===== src/hw/trig_qual_pkg.sv =====
package trig_qual_pkg;

   // =====================================================================
   // Register map (byte addresses on the plain register port)
   // =====================================================================
   localparam logic [7:0] ADDR_CTRL      = 8'h00;
   localparam logic [7:0] ADDR_THRESH    = 8'h04;
   localparam logic [7:0] ADDR_EDGE_CFG  = 8'h08;
   localparam logic [7:0] ADDR_PAT_CFG   = 8'h0C;
   localparam logic [7:0] ADDR_PRES_CFG  = 8'h10;
   localparam logic [7:0] ADDR_PRES_TIME = 8'h14;
   localparam logic [7:0] ADDR_STATE_CFG = 8'h18;
   localparam logic [7:0] ADDR_TDLY_CFG  = 8'h1C;
   localparam logic [7:0] ADDR_TDLY_TIME = 8'h20;
   localparam logic [7:0] ADDR_EDLY_CFG  = 8'h24;
   localparam logic [7:0] ADDR_EDLY_CNT  = 8'h28;
   localparam logic [7:0] ADDR_HOLDOFF   = 8'h2C;
   localparam logic [7:0] ADDR_STATUS    = 8'h30;

   // =====================================================================
   // Field positions
   // =====================================================================
   localparam int CTRL_HOLD_EV_BIT = 3;
   localparam int CTRL_ENABLE_BIT  = 4;
   localparam int PAT_LEVEL_LSB    = 4;
   localparam int CFG_FLAG_BIT     = 8;
   localparam int ST_SRC_LSB       = 9;
   localparam int ST_POS_BIT       = 11;
   localparam int EDGE_SLOPE_LSB   = 4;
   localparam int DLY_ARM_POS_BIT  = 2;
   localparam int DLY_TRG_SRC_LSB  = 3;
   localparam int DLY_TRG_POS_BIT  = 5;

   // =====================================================================
   // Timing at a 200 MHz clock
   // =====================================================================
   localparam int unsigned CLK_MHZ         = 200;
   localparam int unsigned PRES_MIN_NS     = 10;
   localparam int unsigned RECOG_NS        = 1;
   localparam int unsigned TDLY_MIN_NS     = 20;
   localparam int unsigned HOLDOFF_MIN_NS  = 70;
   localparam int unsigned SLOW_RATE_HZ    = 20;
   localparam int unsigned PRES_MIN_CYC    = (PRES_MIN_NS * CLK_MHZ + 999) / 1000;
   localparam int unsigned RECOG_CYC       = (RECOG_NS * CLK_MHZ + 999) / 1000;
   localparam int unsigned TDLY_MIN_CYC    = (TDLY_MIN_NS * CLK_MHZ + 999) / 1000;
   localparam int unsigned HOLDOFF_MIN_CYC =
      (HOLDOFF_MIN_NS * CLK_MHZ + 999) / 1000;
   localparam int unsigned SLOW_RATE_CYC   = CLK_MHZ * 1000000 / SLOW_RATE_HZ;

   // =====================================================================
   // Types
   // =====================================================================
   typedef enum logic [2:0] {
      MODE_EDGE, MODE_PATTERN, MODE_PRESENT, MODE_STATE, MODE_TDLY, MODE_EDLY
   } mode_e;

   typedef struct packed {
      logic [7:0] aux_d;
      logic [7:0] aux_c;
      logic [7:0] chan_b;
      logic [7:0] chan_a;
   } thresh_s;

   // Care bit set means the input qualifies; level 1 means above threshold.
   typedef struct packed {
      logic [3:0] level;
      logic [3:0] care;
   } pat_s;

   typedef struct packed {
      logic       trg_pos;
      logic [1:0] trg_src;
      logic       arm_pos;
      logic [1:0] arm_src;
   } dly_s;

   typedef struct packed {
      mode_e       mode;
      logic        hold_ev;
      logic        enable;
      thresh_s     thr;
      logic [1:0]  ed_src;
      logic [3:0]  ed_slope;
      pat_s        pat_cfg;
      logic        pat_exit;
      pat_s        pres_cfg;
      logic        pres_short;
      logic [31:0] pres_time;
      pat_s        st_cfg;
      logic [1:0]  st_src;
      logic        st_pos;
      logic        st_not;
      dly_s        tdly;
      logic [31:0] tdly_time;
      dly_s        edly;
      logic [31:0] edly_count;
      logic [31:0] holdoff;
      logic [3:0]  sync1;
      logic [3:0]  sync2;
      logic [3:0]  prev;
      logic        match_prev;
      logic [31:0] dur;
      logic        armed;
      logic [31:0] wait_cnt;
      logic [31:0] ev_cnt;
      logic [31:0] ho_cnt;
      logic [31:0] div_cnt;
      logic [31:0] rate_cnt;
      logic        slow;
      logic        trig;
      logic [15:0] trig_total;
      logic [31:0] rdata;
   } state_s;

   localparam state_s STATE_RST = state_s'('0);

endpackage


===== src/hw/trigger_qualifier_logic.sv =====
// What this block does
// - Each input required low, high, or ignored.
// - Entered mode triggers when pattern becomes true.
// - Exited mode triggers when true pattern breaks.
// - Longer-than: trigger on break after minimum time.
// - Longer-than: early break gives no trigger.
// - Shorter-than: trigger on break before time.
// - Present modes allow only time-based holdoff.
// - State mode: edge qualified by other three.
// - State mode allows only time-based holdoff.
// - Time delay: arm, wait delay, then trigger.
// - Trigger edge source differs from arming source.
// - Event delay: arm, then count edges, trigger.
// - Counted and triggering edges share source, polarity.
// - Per-input thresholds shared by every mode.
// - Each mode keeps its own slope, pattern settings.
// - Flag accepted trigger rate below twenty hertz.
// - Event holdoff divides accepted triggers by N+1.
module trigger_qualifier_logic
   import trig_qual_pkg::*;
#(
   parameter int unsigned SLOW_CYC = SLOW_RATE_CYC
) (
   input  wire logic        clk,
   input  wire logic        rst_n,
   input  wire logic        channel_a_input,
   input  wire logic        channel_b_input,
   input  wire logic        aux_c_input,
   input  wire logic        aux_d_input,
   input  wire logic [7:0]  addr,
   input  wire logic [31:0] wdata,
   input  wire logic        wr,
   input  wire logic        rd,
   output logic      [31:0] rdata,
   output thresh_s          thresholds,
   output logic             trig_out,
   output logic             slow_rate
);

   // =====================================================================
   // Helpers
   // =====================================================================
   function automatic logic pat_match(pat_s p, logic [3:0] v);
      return &(~p.care | ~(v ^ p.level));
   endfunction

   function automatic logic edge_hit(logic [3:0] cur, logic [3:0] prv,
                                     logic [1:0] src, logic pos);
      return pos ? (cur[src] & ~prv[src]) : (~cur[src] & prv[src]);
   endfunction

   function automatic logic [31:0] at_least(logic [31:0] v,
                                            logic [31:0] lo);
      return (v < lo) ? lo : v;
   endfunction

   localparam logic [31:0] PRES_MIN = 32'(PRES_MIN_CYC);
   localparam logic [31:0] RECOG    = 32'(RECOG_CYC);
   localparam logic [31:0] TDLY_MIN = 32'(TDLY_MIN_CYC);
   localparam logic [31:0] HO_MIN   = 32'(HOLDOFF_MIN_CYC);
   localparam logic [31:0] SLOW_LIM = 32'(SLOW_CYC - 1);

   state_s s_r;
   state_s s_nxt;

   // =====================================================================
   // Next-state logic
   // =====================================================================
   always_comb begin
      logic [3:0]  cur;
      logic [3:0]  prv;
      logic        m;
      logic        hit;
      logic        ev_ok;
      logic        arm_e;
      logic        trg_e;
      pat_s        st_p;
      cur   = s_r.sync2;
      prv   = s_r.prev;
      m     = 1'b0;
      hit   = 1'b0;
      arm_e = 1'b0;
      trg_e = 1'b0;
      st_p  = s_r.st_cfg;
      ev_ok = s_r.hold_ev && s_r.mode != MODE_PRESENT &&
              s_r.mode != MODE_STATE;
      s_nxt = s_r;
      s_nxt.trig  = 1'b0;
      s_nxt.rdata = '0;
      s_nxt.sync1 = {aux_d_input, aux_c_input,
                     channel_b_input, channel_a_input};
      s_nxt.sync2 = s_r.sync1;
      s_nxt.prev  = s_r.sync2;

      case (s_r.mode)
         MODE_EDGE: begin
            hit = edge_hit(cur, prv, s_r.ed_src,
                           s_r.ed_slope[s_r.ed_src]);
         end
         MODE_PATTERN: begin
            m = pat_match(s_r.pat_cfg, cur);
            hit = s_r.pat_exit ? (~m & s_r.match_prev)
                               : (m & ~s_r.match_prev);
            s_nxt.match_prev = m;
         end
         MODE_PRESENT: begin
            m = pat_match(s_r.pres_cfg, cur);
            s_nxt.dur = m ? ((s_r.dur == '1) ? s_r.dur : s_r.dur + 32'h1)
                          : 32'h0;
            if (~m & s_r.match_prev) begin
               if (s_r.pres_short)
                  hit = (s_r.dur >= RECOG) &&
                        (s_r.dur < at_least(s_r.pres_time, PRES_MIN));
               else
                  hit = s_r.dur >= at_least(s_r.pres_time, PRES_MIN);
            end
            s_nxt.match_prev = m;
         end
         MODE_STATE: begin
            st_p.care = s_r.st_cfg.care & ~(4'h1 << s_r.st_src);
            m = pat_match(st_p, cur);
            hit = edge_hit(cur, prv, s_r.st_src, s_r.st_pos) &
                  (m ^ s_r.st_not);
         end
         MODE_TDLY: begin
            arm_e = edge_hit(cur, prv, s_r.tdly.arm_src, s_r.tdly.arm_pos);
            trg_e = edge_hit(cur, prv, s_r.tdly.trg_src, s_r.tdly.trg_pos);
            if (!s_r.armed) begin
               if (arm_e) begin
                  s_nxt.armed    = 1'b1;
                  s_nxt.wait_cnt = 32'h1;
               end
            end else begin
               if (s_r.wait_cnt != '1)
                  s_nxt.wait_cnt = s_r.wait_cnt + 32'h1;
               if (trg_e && s_r.tdly.trg_src != s_r.tdly.arm_src &&
                   s_r.wait_cnt >= at_least(s_r.tdly_time, TDLY_MIN)) begin
                  hit = 1'b1;
                  s_nxt.armed = 1'b0;
               end
            end
         end
         MODE_EDLY: begin
            arm_e = edge_hit(cur, prv, s_r.edly.arm_src, s_r.edly.arm_pos);
            trg_e = edge_hit(cur, prv, s_r.edly.trg_src, s_r.edly.trg_pos);
            if (!s_r.armed) begin
               if (arm_e) begin
                  s_nxt.armed  = 1'b1;
                  s_nxt.ev_cnt = 32'h0;
               end
            end else if (trg_e && s_r.edly.trg_src != s_r.edly.arm_src) begin
               // Edges of the same source both count and finally fire; the firing edge is not counted.
               if (s_r.ev_cnt >= s_r.edly_count) begin
                  hit = 1'b1;
                  s_nxt.armed = 1'b0;
               end else begin
                  s_nxt.ev_cnt = s_r.ev_cnt + 32'h1;
               end
            end
         end
         default: hit = 1'b0;
      endcase

      hit = hit & s_r.enable;

      // =====================================================================
      // Holdoff and accepted-trigger path
      // =====================================================================
      // Count holdoff is forced off in modes whose trigger is a duration or
      // a qualified clock edge, so a stale setting cannot leak into them.
      if (s_r.ho_cnt != 32'h0) begin
         s_nxt.ho_cnt = s_r.ho_cnt - 32'h1;
      end else if (hit) begin
         if (ev_ok) begin
            if (s_r.div_cnt == 32'h0) begin
               s_nxt.trig    = 1'b1;
               s_nxt.div_cnt = s_r.holdoff;
            end else begin
               s_nxt.div_cnt = s_r.div_cnt - 32'h1;
            end
         end else begin
            s_nxt.trig   = 1'b1;
            s_nxt.ho_cnt = at_least(s_r.holdoff, HO_MIN);
         end
      end

      if (s_nxt.trig) begin
         s_nxt.trig_total = s_r.trig_total + 16'h1;
         s_nxt.rate_cnt   = 32'h0;
         s_nxt.slow       = 1'b0;
      end else if (s_r.rate_cnt >= SLOW_LIM) begin
         s_nxt.slow = 1'b1;
      end else begin
         s_nxt.rate_cnt = s_r.rate_cnt + 32'h1;
      end

      // =====================================================================
      // Register port
      // =====================================================================
      if (wr) begin
         case (addr)
            ADDR_CTRL: begin
               s_nxt.mode    = mode_e'(wdata[2:0]);
               s_nxt.hold_ev = wdata[CTRL_HOLD_EV_BIT];
               s_nxt.enable  = wdata[CTRL_ENABLE_BIT];
               // A CTRL write restarts every sequence except a running holdoff count (ho_cnt) from idle.
               s_nxt.armed      = 1'b0;
               s_nxt.dur        = 32'h0;
               s_nxt.match_prev = 1'b0;
               s_nxt.div_cnt    = 32'h0;
            end
            ADDR_THRESH:    s_nxt.thr = thresh_s'(wdata);
            ADDR_EDGE_CFG: begin
               s_nxt.ed_src   = wdata[1:0];
               s_nxt.ed_slope = wdata[EDGE_SLOPE_LSB +: 4];
            end
            ADDR_PAT_CFG: begin
               s_nxt.pat_cfg  = pat_s'(wdata[7:0]);
               s_nxt.pat_exit = wdata[CFG_FLAG_BIT];
            end
            ADDR_PRES_CFG: begin
               s_nxt.pres_cfg   = pat_s'(wdata[7:0]);
               s_nxt.pres_short = wdata[CFG_FLAG_BIT];
            end
            ADDR_PRES_TIME: s_nxt.pres_time = wdata;
            ADDR_STATE_CFG: begin
               s_nxt.st_cfg = pat_s'(wdata[7:0]);
               s_nxt.st_not = wdata[CFG_FLAG_BIT];
               s_nxt.st_src = wdata[ST_SRC_LSB +: 2];
               s_nxt.st_pos = wdata[ST_POS_BIT];
            end
            ADDR_TDLY_CFG:  s_nxt.tdly = dly_s'(wdata[5:0]);
            ADDR_TDLY_TIME: s_nxt.tdly_time = wdata;
            ADDR_EDLY_CFG:  s_nxt.edly = dly_s'(wdata[5:0]);
            ADDR_EDLY_CNT:  s_nxt.edly_count = wdata;
            ADDR_HOLDOFF:   s_nxt.holdoff = wdata;
            default: ;
         endcase
      end

      if (rd) begin
         case (addr)
            ADDR_CTRL:      s_nxt.rdata = {27'h0, s_r.enable, s_r.hold_ev,
                                           3'(s_r.mode)};
            ADDR_THRESH:    s_nxt.rdata = 32'(s_r.thr);
            ADDR_EDGE_CFG:  s_nxt.rdata = {24'h0, s_r.ed_slope, 2'h0,
                                           s_r.ed_src};
            ADDR_PAT_CFG:   s_nxt.rdata = {23'h0, s_r.pat_exit, s_r.pat_cfg};
            ADDR_PRES_CFG:  s_nxt.rdata = {23'h0, s_r.pres_short,
                                           s_r.pres_cfg};
            ADDR_PRES_TIME: s_nxt.rdata = s_r.pres_time;
            ADDR_STATE_CFG: s_nxt.rdata = {20'h0, s_r.st_pos, s_r.st_src,
                                           s_r.st_not, s_r.st_cfg};
            ADDR_TDLY_CFG:  s_nxt.rdata = {26'h0, s_r.tdly};
            ADDR_TDLY_TIME: s_nxt.rdata = s_r.tdly_time;
            ADDR_EDLY_CFG:  s_nxt.rdata = {26'h0, s_r.edly};
            ADDR_EDLY_CNT:  s_nxt.rdata = s_r.edly_count;
            ADDR_HOLDOFF:   s_nxt.rdata = s_r.holdoff;
            ADDR_STATUS:    s_nxt.rdata = {s_r.trig_total, 9'h0, s_r.slow,
                                           s_r.armed, s_r.match_prev,
                                           s_r.sync2};
            default:        s_nxt.rdata = 32'h0;
         endcase
      end
   end

   always_ff @(posedge clk or negedge rst_n) begin
      if (!rst_n)
         s_r <= STATE_RST;
      else
         s_r <= s_nxt;
   end

   assign rdata      = s_r.rdata;
   assign thresholds = s_r.thr;
   assign trig_out   = s_r.trig;
   assign slow_rate  = s_r.slow;
endmodule // trigger_qualifier_logic

===== config.mk =====
export PLATFORM = sky130hd
export DESIGN_NAME = trigger_qualifier_logic
export DESIGN_NICKNAME = d
export VERILOG_FILES = /design/src/hw/trig_qual_pkg.sv /design/src/hw/trigger_qualifier_logic.sv
export SDC_FILE = /design/constraint.sdc
export NUM_CORES = 1
export LEC_CHECK = 0
export BUFFER_PORTS_ARGS = -buffer_cell sky130_fd_sc_hd__buf_4
export CAP_MARGIN = 20
export CORE_MARGIN = 2
export CORE_UTILIZATION = 44
export DETAILED_ROUTE_END_ITERATION = 8
export GPL_TIMING_DRIVEN = 0
export SETUP_SLACK_MARGIN = 0.02
export SLEW_MARGIN = 20
export SYNTH_ARGS = -nofsm -noshare
export SYNTH_HDL_FRONTEND = slang
export SYNTH_SLANG_ARGS = --single-unit

===== constraint.sdc =====
create_clock -name clk -period 3.9 [get_ports clk]
set_input_delay 0.78 -clock clk [delete_from_list [all_inputs] [get_ports clk]]
set_output_delay 0.78 -clock clk [all_outputs]
set_load 0.01 [all_outputs]

==> metrics.md, run 1 <==
| Metric | Value |
|---|---|
| Max Clock Freq | 0.266 GHz |
| Hold Vio Cnt, Final | 0 |
| Actual slew at the worst max-slew pin | 1.04 ns |
| Syn_area_per_cell | 10.1 um2 |
| Critical path peak fanout | 10 |
| Syn Inst Count | 2567 |
| Xor/xnor share of the synthesized area | 4.62% |
| Tcrit/Tclk final | 96.5% |
| Gpl congestion | 0.995 |
| Synth async-reset ratio | 100% |
| Synthesis-stage register bit count | 469 |
| Dpl ws | -0.811 ns |
| Setup TNS | 0 ns |
| Fill cell count | 5295 |
| Area Overhead vs Synth | 15.6% |
| Register area | 11700 um2 |
| Max Slew Vio Count | 0 |
| Clock Skew | 0.0296 ns |
| Leak | 13.5 nW |
| Global route overflow | 0 |
| Sequential share of the synthesized area | 45.5% |
| Status | finished clean |
| GRT Util Overall | 28.7% |
| Cts bufs inserted | 53 |
| Die area | 60600 um2 |
| # IOs | 114 |
| Post-Synthesis Cell Area | 25800 um2 |
| Most common cell in the netlist | dfrtp_1 |
| Syn_nets | 2722 |
| Post-Synth Simple-Gate Area | 16.3% |
| Peak supply drop | 0.000298 V |
| Clock Path Buffers | 3 |
| Critical Path AT | 4.25 ns |
| Initial core utilization | 44.6% |
| Unique masters post-synth | 73 |
| Slew HR | 30.5% |
| Port bufs | 113 |
| Routed WL | 86800 um |
| First-pass GRT wire length | 131000 um |
| Antenna Violating Nets Remaining | 0 |
| Largest area contributor in the netlist | dfrtp_1 |
| Synth cell count leaders | dfrtp_1 (469), nand2_1 (221), mux2_2 (211) |
| Footprint of the multi-input gates | 12900 um2 |
| Setup CP Type | flop to flop |
| H-Tree Depth | 2 |
| Power per Cell Area | 404 nW/um2 |
| WL per Instance | 24.4 um |
| Initial DRT Pass Iterations | 8 |
| Clock transition at path regs | 0.06 ns |
| Req. time, crit path | 4.39 ns |
| Post-Place Cells | 3453 |
| CTS tree | done |
| Tot Pwr | 12.1 mW |
| Worst hold path class | primary input to async pin |
| Startpoint Class | flop |
| Root buffer cell | clkbuf_16 |
| DRT iter0 DRCs | 2361 |
| Worst flop-to-flop path startpoint | s_r[340] |
| Vias per cell | 6.07 |
| Minimum clock period | 3.76 ns |
| DRC | 0 |
| Clock latency on the worst-skew pair | 0.63 ns |
| Yosys Warn Count | 0 |
| Detailed placer's ending HPWL | 65000 um |
| Total vias in the final route | 21600 |
| Largest net degree at the start of global routing | 99 |
| Final Setup Violations | 0 |
| Share of the synthesized area in the top cell type | 45.5% |
| Synth Area in Adders | 5.19% |
| Synth Area in Compound Gates | 12.5% |
| Max-cap violation count | 0 |
| Post-layout instance area | 29800 um2 |
| Final Net Count | 2908 |
| Core Rows | 88 |
| Worst Setup End Kind | flop |
| Core area | 57800 um2 |
| Clock Sinks | 469 |
| Share of cells above drive strength 1 | 20.6% |
| Post-DP Area | 27800 um2 |
| Vias in the first global route | 20700 |
| Die W | 246 um |
| EDFF count, synth | 0 |
| Synth Flop Type | dfrtp_1 |
| Crit. Startpoint | s_r[340] |
| Dominant cells by area after synthesis | dfrtp_1 (45%), mux2_2 (9.2%), ha_1 (5.2%), nand2_1 (3.2%), nor2_1 (2.9%) |
| Antenna cells | 0 |
| Final worst slack | 0.136 ns |
| Die H | 246 um |
| Final Non-Filler Cells | 3559 |
| Post-synthesis mux area share | 10.4% |
| Initial antenna violation count | 1 |
| Main combinational cell family by area after synthesis | simple AND/OR/NAND/NOR gates |
final cells by class:
| cell class | instances | area share, % |
|---|---|---|
| Clock buffer | 73 | 4.93 |
| Sequential cell | 469 | 39.3 |
| Multi-Input combinational cell | 1787 | 43.2 |
| Buffer | 181 | 3.25 |
| Timing Repair Buffer | 133 | 3.76 |
| Clock inverter | 23 | 0.671 |
| Tap cell | 765 | 3.21 |
| Inverter | 128 | 1.61 |
cells by family after synthesis:
kind of cell,Yosys count
simple gates,839
compound gates,479
flops,469
buf+inv,311
mux,226
xor+xnor,136
fa+ha+maj,107
cell usage in the layout (no fill, tap or decap), types with 62 or more instances in the layout:
master    count
a21oi_1     142
nand3_1      62
xor2_1       76
clkbuf_1     91
ha_1        107
mux2_2      211
nor2_1      193
buf_4       193
o21ai_0      99
inv_1       128
nand2_1     221
dfrtp_1     466
repair_timing:
item,CTS,global route
pin swaps,5,10
setup endpoints to repair,120,127
resized for setup,29,45
hold buffers,0,0
setup buffers,4,8
per-layer routing:
layer  part of all wire (%)  GRT usage [%]
met1                     43           40.3
met2                     44           43.2
met3                    7.9           5.04
met4                    5.0           12.8
met5                      0              0
report_power, final:
group / switching, mW / total (mW) / leakage, nW / internal [mW]
clock: 2.11 / 4.88 / 0.828 / 2.77
combinational: 0.894 / 1.58 / 6.36 / 0.685
sequential: 0.422 / 5.60 / 6.32 / 5.18
total: 3.43 / 12.1 / 13.5 / 8.63
flip-flops by register name, summed over array words and instances (netlist names):
register / count
rdata: 32
s_r: 395
s_nxt: 8
thresholds: 32
trig_out: 1
slow_rate: 1
worst max-delay path: stages (launching register included):
cell and delay (ns):
dfrtp_1 0.52, nor4_4 0.37, nand4_1 0.16, nor2_2 0.15, nor2b_1 0.06, ha_1 0.26
nand2b_1 0.14, a2111o_1 0.45, a31oi_4 0.22, o21ai_2 0.13, o21a_4 0.29, a31o_2 0.26
buf_4 0.18, buf_4 0.20, a32o_1 0.23
through the flow:
step | util [%] | hold WS [ns]
after floorplan | - | 0.331
after global placement | 47.8 | 0.333
after detailed placement | 48.1 | 0.335
after CTS | 51.3 | 0.159
after global routing | 51.6 | 0.184
final | 51.6 | 0.138
path summary, 6_finish.rpt:
kind                                 endpoint  slack (ns)  depth (start not counted)
worst min register to register     s_nxt[247]        0.35                          0
max in group asynchronous       thresholds[4]        2.55                          3
min in group clk                   s_nxt[251]        0.28                          1
worst max-delay path                 s_r[111]        0.14                         14
worst max register to register       s_r[111]        0.14                         14
worst min-delay path                rdata[27]        0.14                          1
Note: power is estimated with default switching activity, not from simulation.
==> run 2: changes to the inputs <==
--- a/config.mk
+++ b/config.mk
@@ -8,9 +8,10 @@
 export BUFFER_PORTS_ARGS = -buffer_cell sky130_fd_sc_hd__buf_4
 export CAP_MARGIN = 20
 export CORE_MARGIN = 2
-export CORE_UTILIZATION = 44
+export CORE_UTILIZATION = 63
 export DETAILED_ROUTE_END_ITERATION = 8
 export GPL_TIMING_DRIVEN = 0
+export PLACE_DENSITY = 0.81
 export SETUP_SLACK_MARGIN = 0.02
 export SLEW_MARGIN = 20
 export SYNTH_ARGS = -nofsm -noshare
==> run 2 against run 1 <==
Effect of this change: fmax shrank 2.7%; highest routed layer unchanged; count of clock-buffer cells in the layout shrank 4; total power grew 0.62%; setup slack lost 0.10 ns; largest power group unchanged.
==> metrics.md, run 2 (synthesis results as in run 1) <==
| Metric | Value |
|---|---|
| Antenna cells | 0 (unchanged) |
| Final Non-Filler Cells | 3314 (-6.9%) |
| Detailed placer's ending HPWL | 59700 um (-8.2%) |
| Area Overhead vs Synth | 14.3% |
| First-pass GRT wire length | 127000 um (-3.5%) |
| Die W | 206 um (-16%) |
| Most common library cell in the layout ignoring fill and taps | dfrtp_1 |
| Hold_sp | aux_d_input |
| Clock Skew | 0.0137 ns (-0.0159 ns) |
| Critical-path top delay cell | dfrtp_2 |
| Clock transition at path regs | 0.06 ns (about the same) |
| Req. time, crit path | 4.33 ns (-0.06 ns) |
| DR top layer | met4 |
| Largest net degree at the start of global routing | 102 (+3.0%) |
| Footprint of the multi-input gates | 12900 um2 (-0.18%) |
| RSZ-0062 raised after global routing | yes |
| Met2 WL | 36800 um (-3.5%) |
| Minimum clock period | 3.87 ns (+0.104 ns) |
| GRT Util Overall | 39.4% (+11 points) |
| DRC | 0 (unchanged) |
| Tcrit/Tclk final | 99.2% (+2.7 points) |
| Max-cap violation count | 0 (unchanged) |
| Setup TNS | 0 ns (unchanged) |
| Slew HR | 25.1% (-5.5 points) |
| Max Slew Vio Count | 0 (unchanged) |
| DRT iter0 DRCs | 2945 (+25%) |
| Gpl congestion | 1.04 (+4.3%) |
| Leak | 13.5 nW (-0.20%) |
| Register area | 11700 um2 (about the same) |
| Fill cell count | 2935 (-45%) |
| Worst Setup End Kind | flop |
| Final worst slack | 0.0313 ns (-0.104 ns) |
| Status | finished clean |
| Initial DRT Pass Iterations | 9 (+1) |
| Vias in the first global route | 21800 (+5.0%) |
| Setup CP Type | flop to flop |
| Dpl ws | -0.317 ns (+0.493 ns) |
| Worst hold path class | primary input to flop |
| Core area | 40600 um2 (-30%) |
| Peak supply drop | 0.000402 V (+35%) |
| Final Setup Violations | 0 (unchanged) |
| Antenna Violating Nets Remaining | 0 (unchanged) |
| DRT met1 WL | 31900 um (-15%) |
| CTS tree | done |
| Initial antenna violation count | 0 (-1) |
| Initial core utilization | 63.5% (+19 points) |
| Largest stage delay on the critical path | 0.47 ns (-0.05 ns) |
| Port bufs | 113 (unchanged) |
| Final Net Count | 2903 (-0.17%) |
| Total vias in the final route | 22600 (+4.5%) |
| Vias per cell | 6.81 (+12%) |
| Largest register by flop count | s_r |
| Clock Sinks | 469 (unchanged) |
| WL per Instance | 25.1 um (+2.9%) |
| Hold Vio Cnt, Final | 0 (unchanged) |
| Met3 Wirelength | 9060 um (+31%) |
| Startpoint Class | flop |
| Max reg flops | 395 (unchanged) |
| Post-Place Cells | 3218 (-6.8%) |
| Cts bufs inserted | 49 (-7.5%) |
| Core Rows | 74 (-16%) |
| Commonest non-fill, non-tap cells in the layout | dfrtp_1 (464), nand2_1 (221), mux2_2 (211), nor2_1 (194), buf_4 (186) |
| Crit. Startpoint | s_r[343] |
| Fin Hold WS | 0.286 ns (+0.148 ns) |
| Clock latency on the worst-skew pair | 0.60 ns (-0.03 ns) |
| Die H | 206 um (-16%) |
| Critical path peak fanout | 10 (unchanged) |
| Die area | 42600 um2 (-30%) |
| Routed WL | 83200 um (-4.2%) |
| Share of cells above drive strength 1 | 20.2% (-0.41 points) |
| Global route overflow | 0 (unchanged) |
| Cell Chain, Critical Path | nor4_4 > nand4_1 > nor2_2 > nor2b_1 > ha_1 > nand2b_1 > a2111o_1 > a31oi_2 > o21ai_0 > o21a_2 > a31o_2 > buf_2 > a21oi_1 > a211oi_4 |
| # IOs | 114 (unchanged) |
| Clock Path Buffers | 3 (unchanged) |
| Actual slew at the worst max-slew pin | 1.12 ns (+0.0736 ns) |
| Root buffer cell | clkbuf_16 |
| Power per Cell Area | 411 nW/um2 (+1.8%) |
| H-Tree Depth | 2 (unchanged) |
| Worst flop-to-flop path startpoint | s_r[343] |
| Critical Path AT | 4.30 ns (+0.05 ns) |
| Max Clock Freq | 0.258 GHz (-2.7%) |
-- run 2: repair_timing --
item	in CTS	in global routing
gates resized for setup	17	56
hold endpoints to repair	6	0
hold buffers	1	0
endpoints found under the setup margin	89	112
buffers inserted	3	7
pin swaps	1	6
-- run 2: routing by layer --
layer / vias up / GRT usage [%]
met2: 1459 / 60.1
met3: 350 / 7.98
li1: 9662 / -
met1: 11100 / 52.9
met4: 0 / 21.9
met5: - / 0
-- run 2: worst max-delay path: cells and delay by family (launching register included) --
kind | cells | cell delay, ns
compound gates | 7 | 1.80
simple gates | 5 | 0.95
flops | 1 | 0.47
fa+ha+maj | 1 | 0.26
buf+inv | 1 | 0.21
-- run 2: where the power goes --
part | internal, mW | switching [mW] | leakage (nW)
combinational | 0.688 | 0.897 | 6.35
clock | 2.93 | 2.02 | 0.815
sequential | 5.17 | 0.434 | 6.32
-- run 2: final timing paths --
check | end | slack, ns | cells past startpoint
max | s_r[100] | 0.03 | 14
min | s_nxt[251] | 0.29 | 1
max reg2reg | s_r[100] | 0.03 | 14
min reg2reg | s_nxt[244] | 0.35 | 0
max in group asynchronous | s_r[91] | 2.18 | 4
min in group asynchronous | thresholds[24] | 0.57 | 2
-- run 2: final cells by class --
cell class / instances / area share [%]
plain buffers: 183 / 3.30
clock buffers: 69 / 4.83
clock inverters: 16 / 0.810
inverters: 128 / 1.63
multi-input cells: 1787 / 43.6
flip-flops and latches: 469 / 39.8
well taps: 532 / 2.26
repair buffers: 130 / 3.72
-- run 2: through the flow --
step | power (mW) | utilization (%) | cell area (um2)
finish | 12.1 | 72.6 | 29500
global placement | 7.01 | 67.2 | 27300
CTS | 12.1 | 71.9 | 29200
global route | 12.5 | 72.6 | 29500
detailed placement | 7.13 | 67.6 | 27500
floorplan | 6.50 | - | 25800
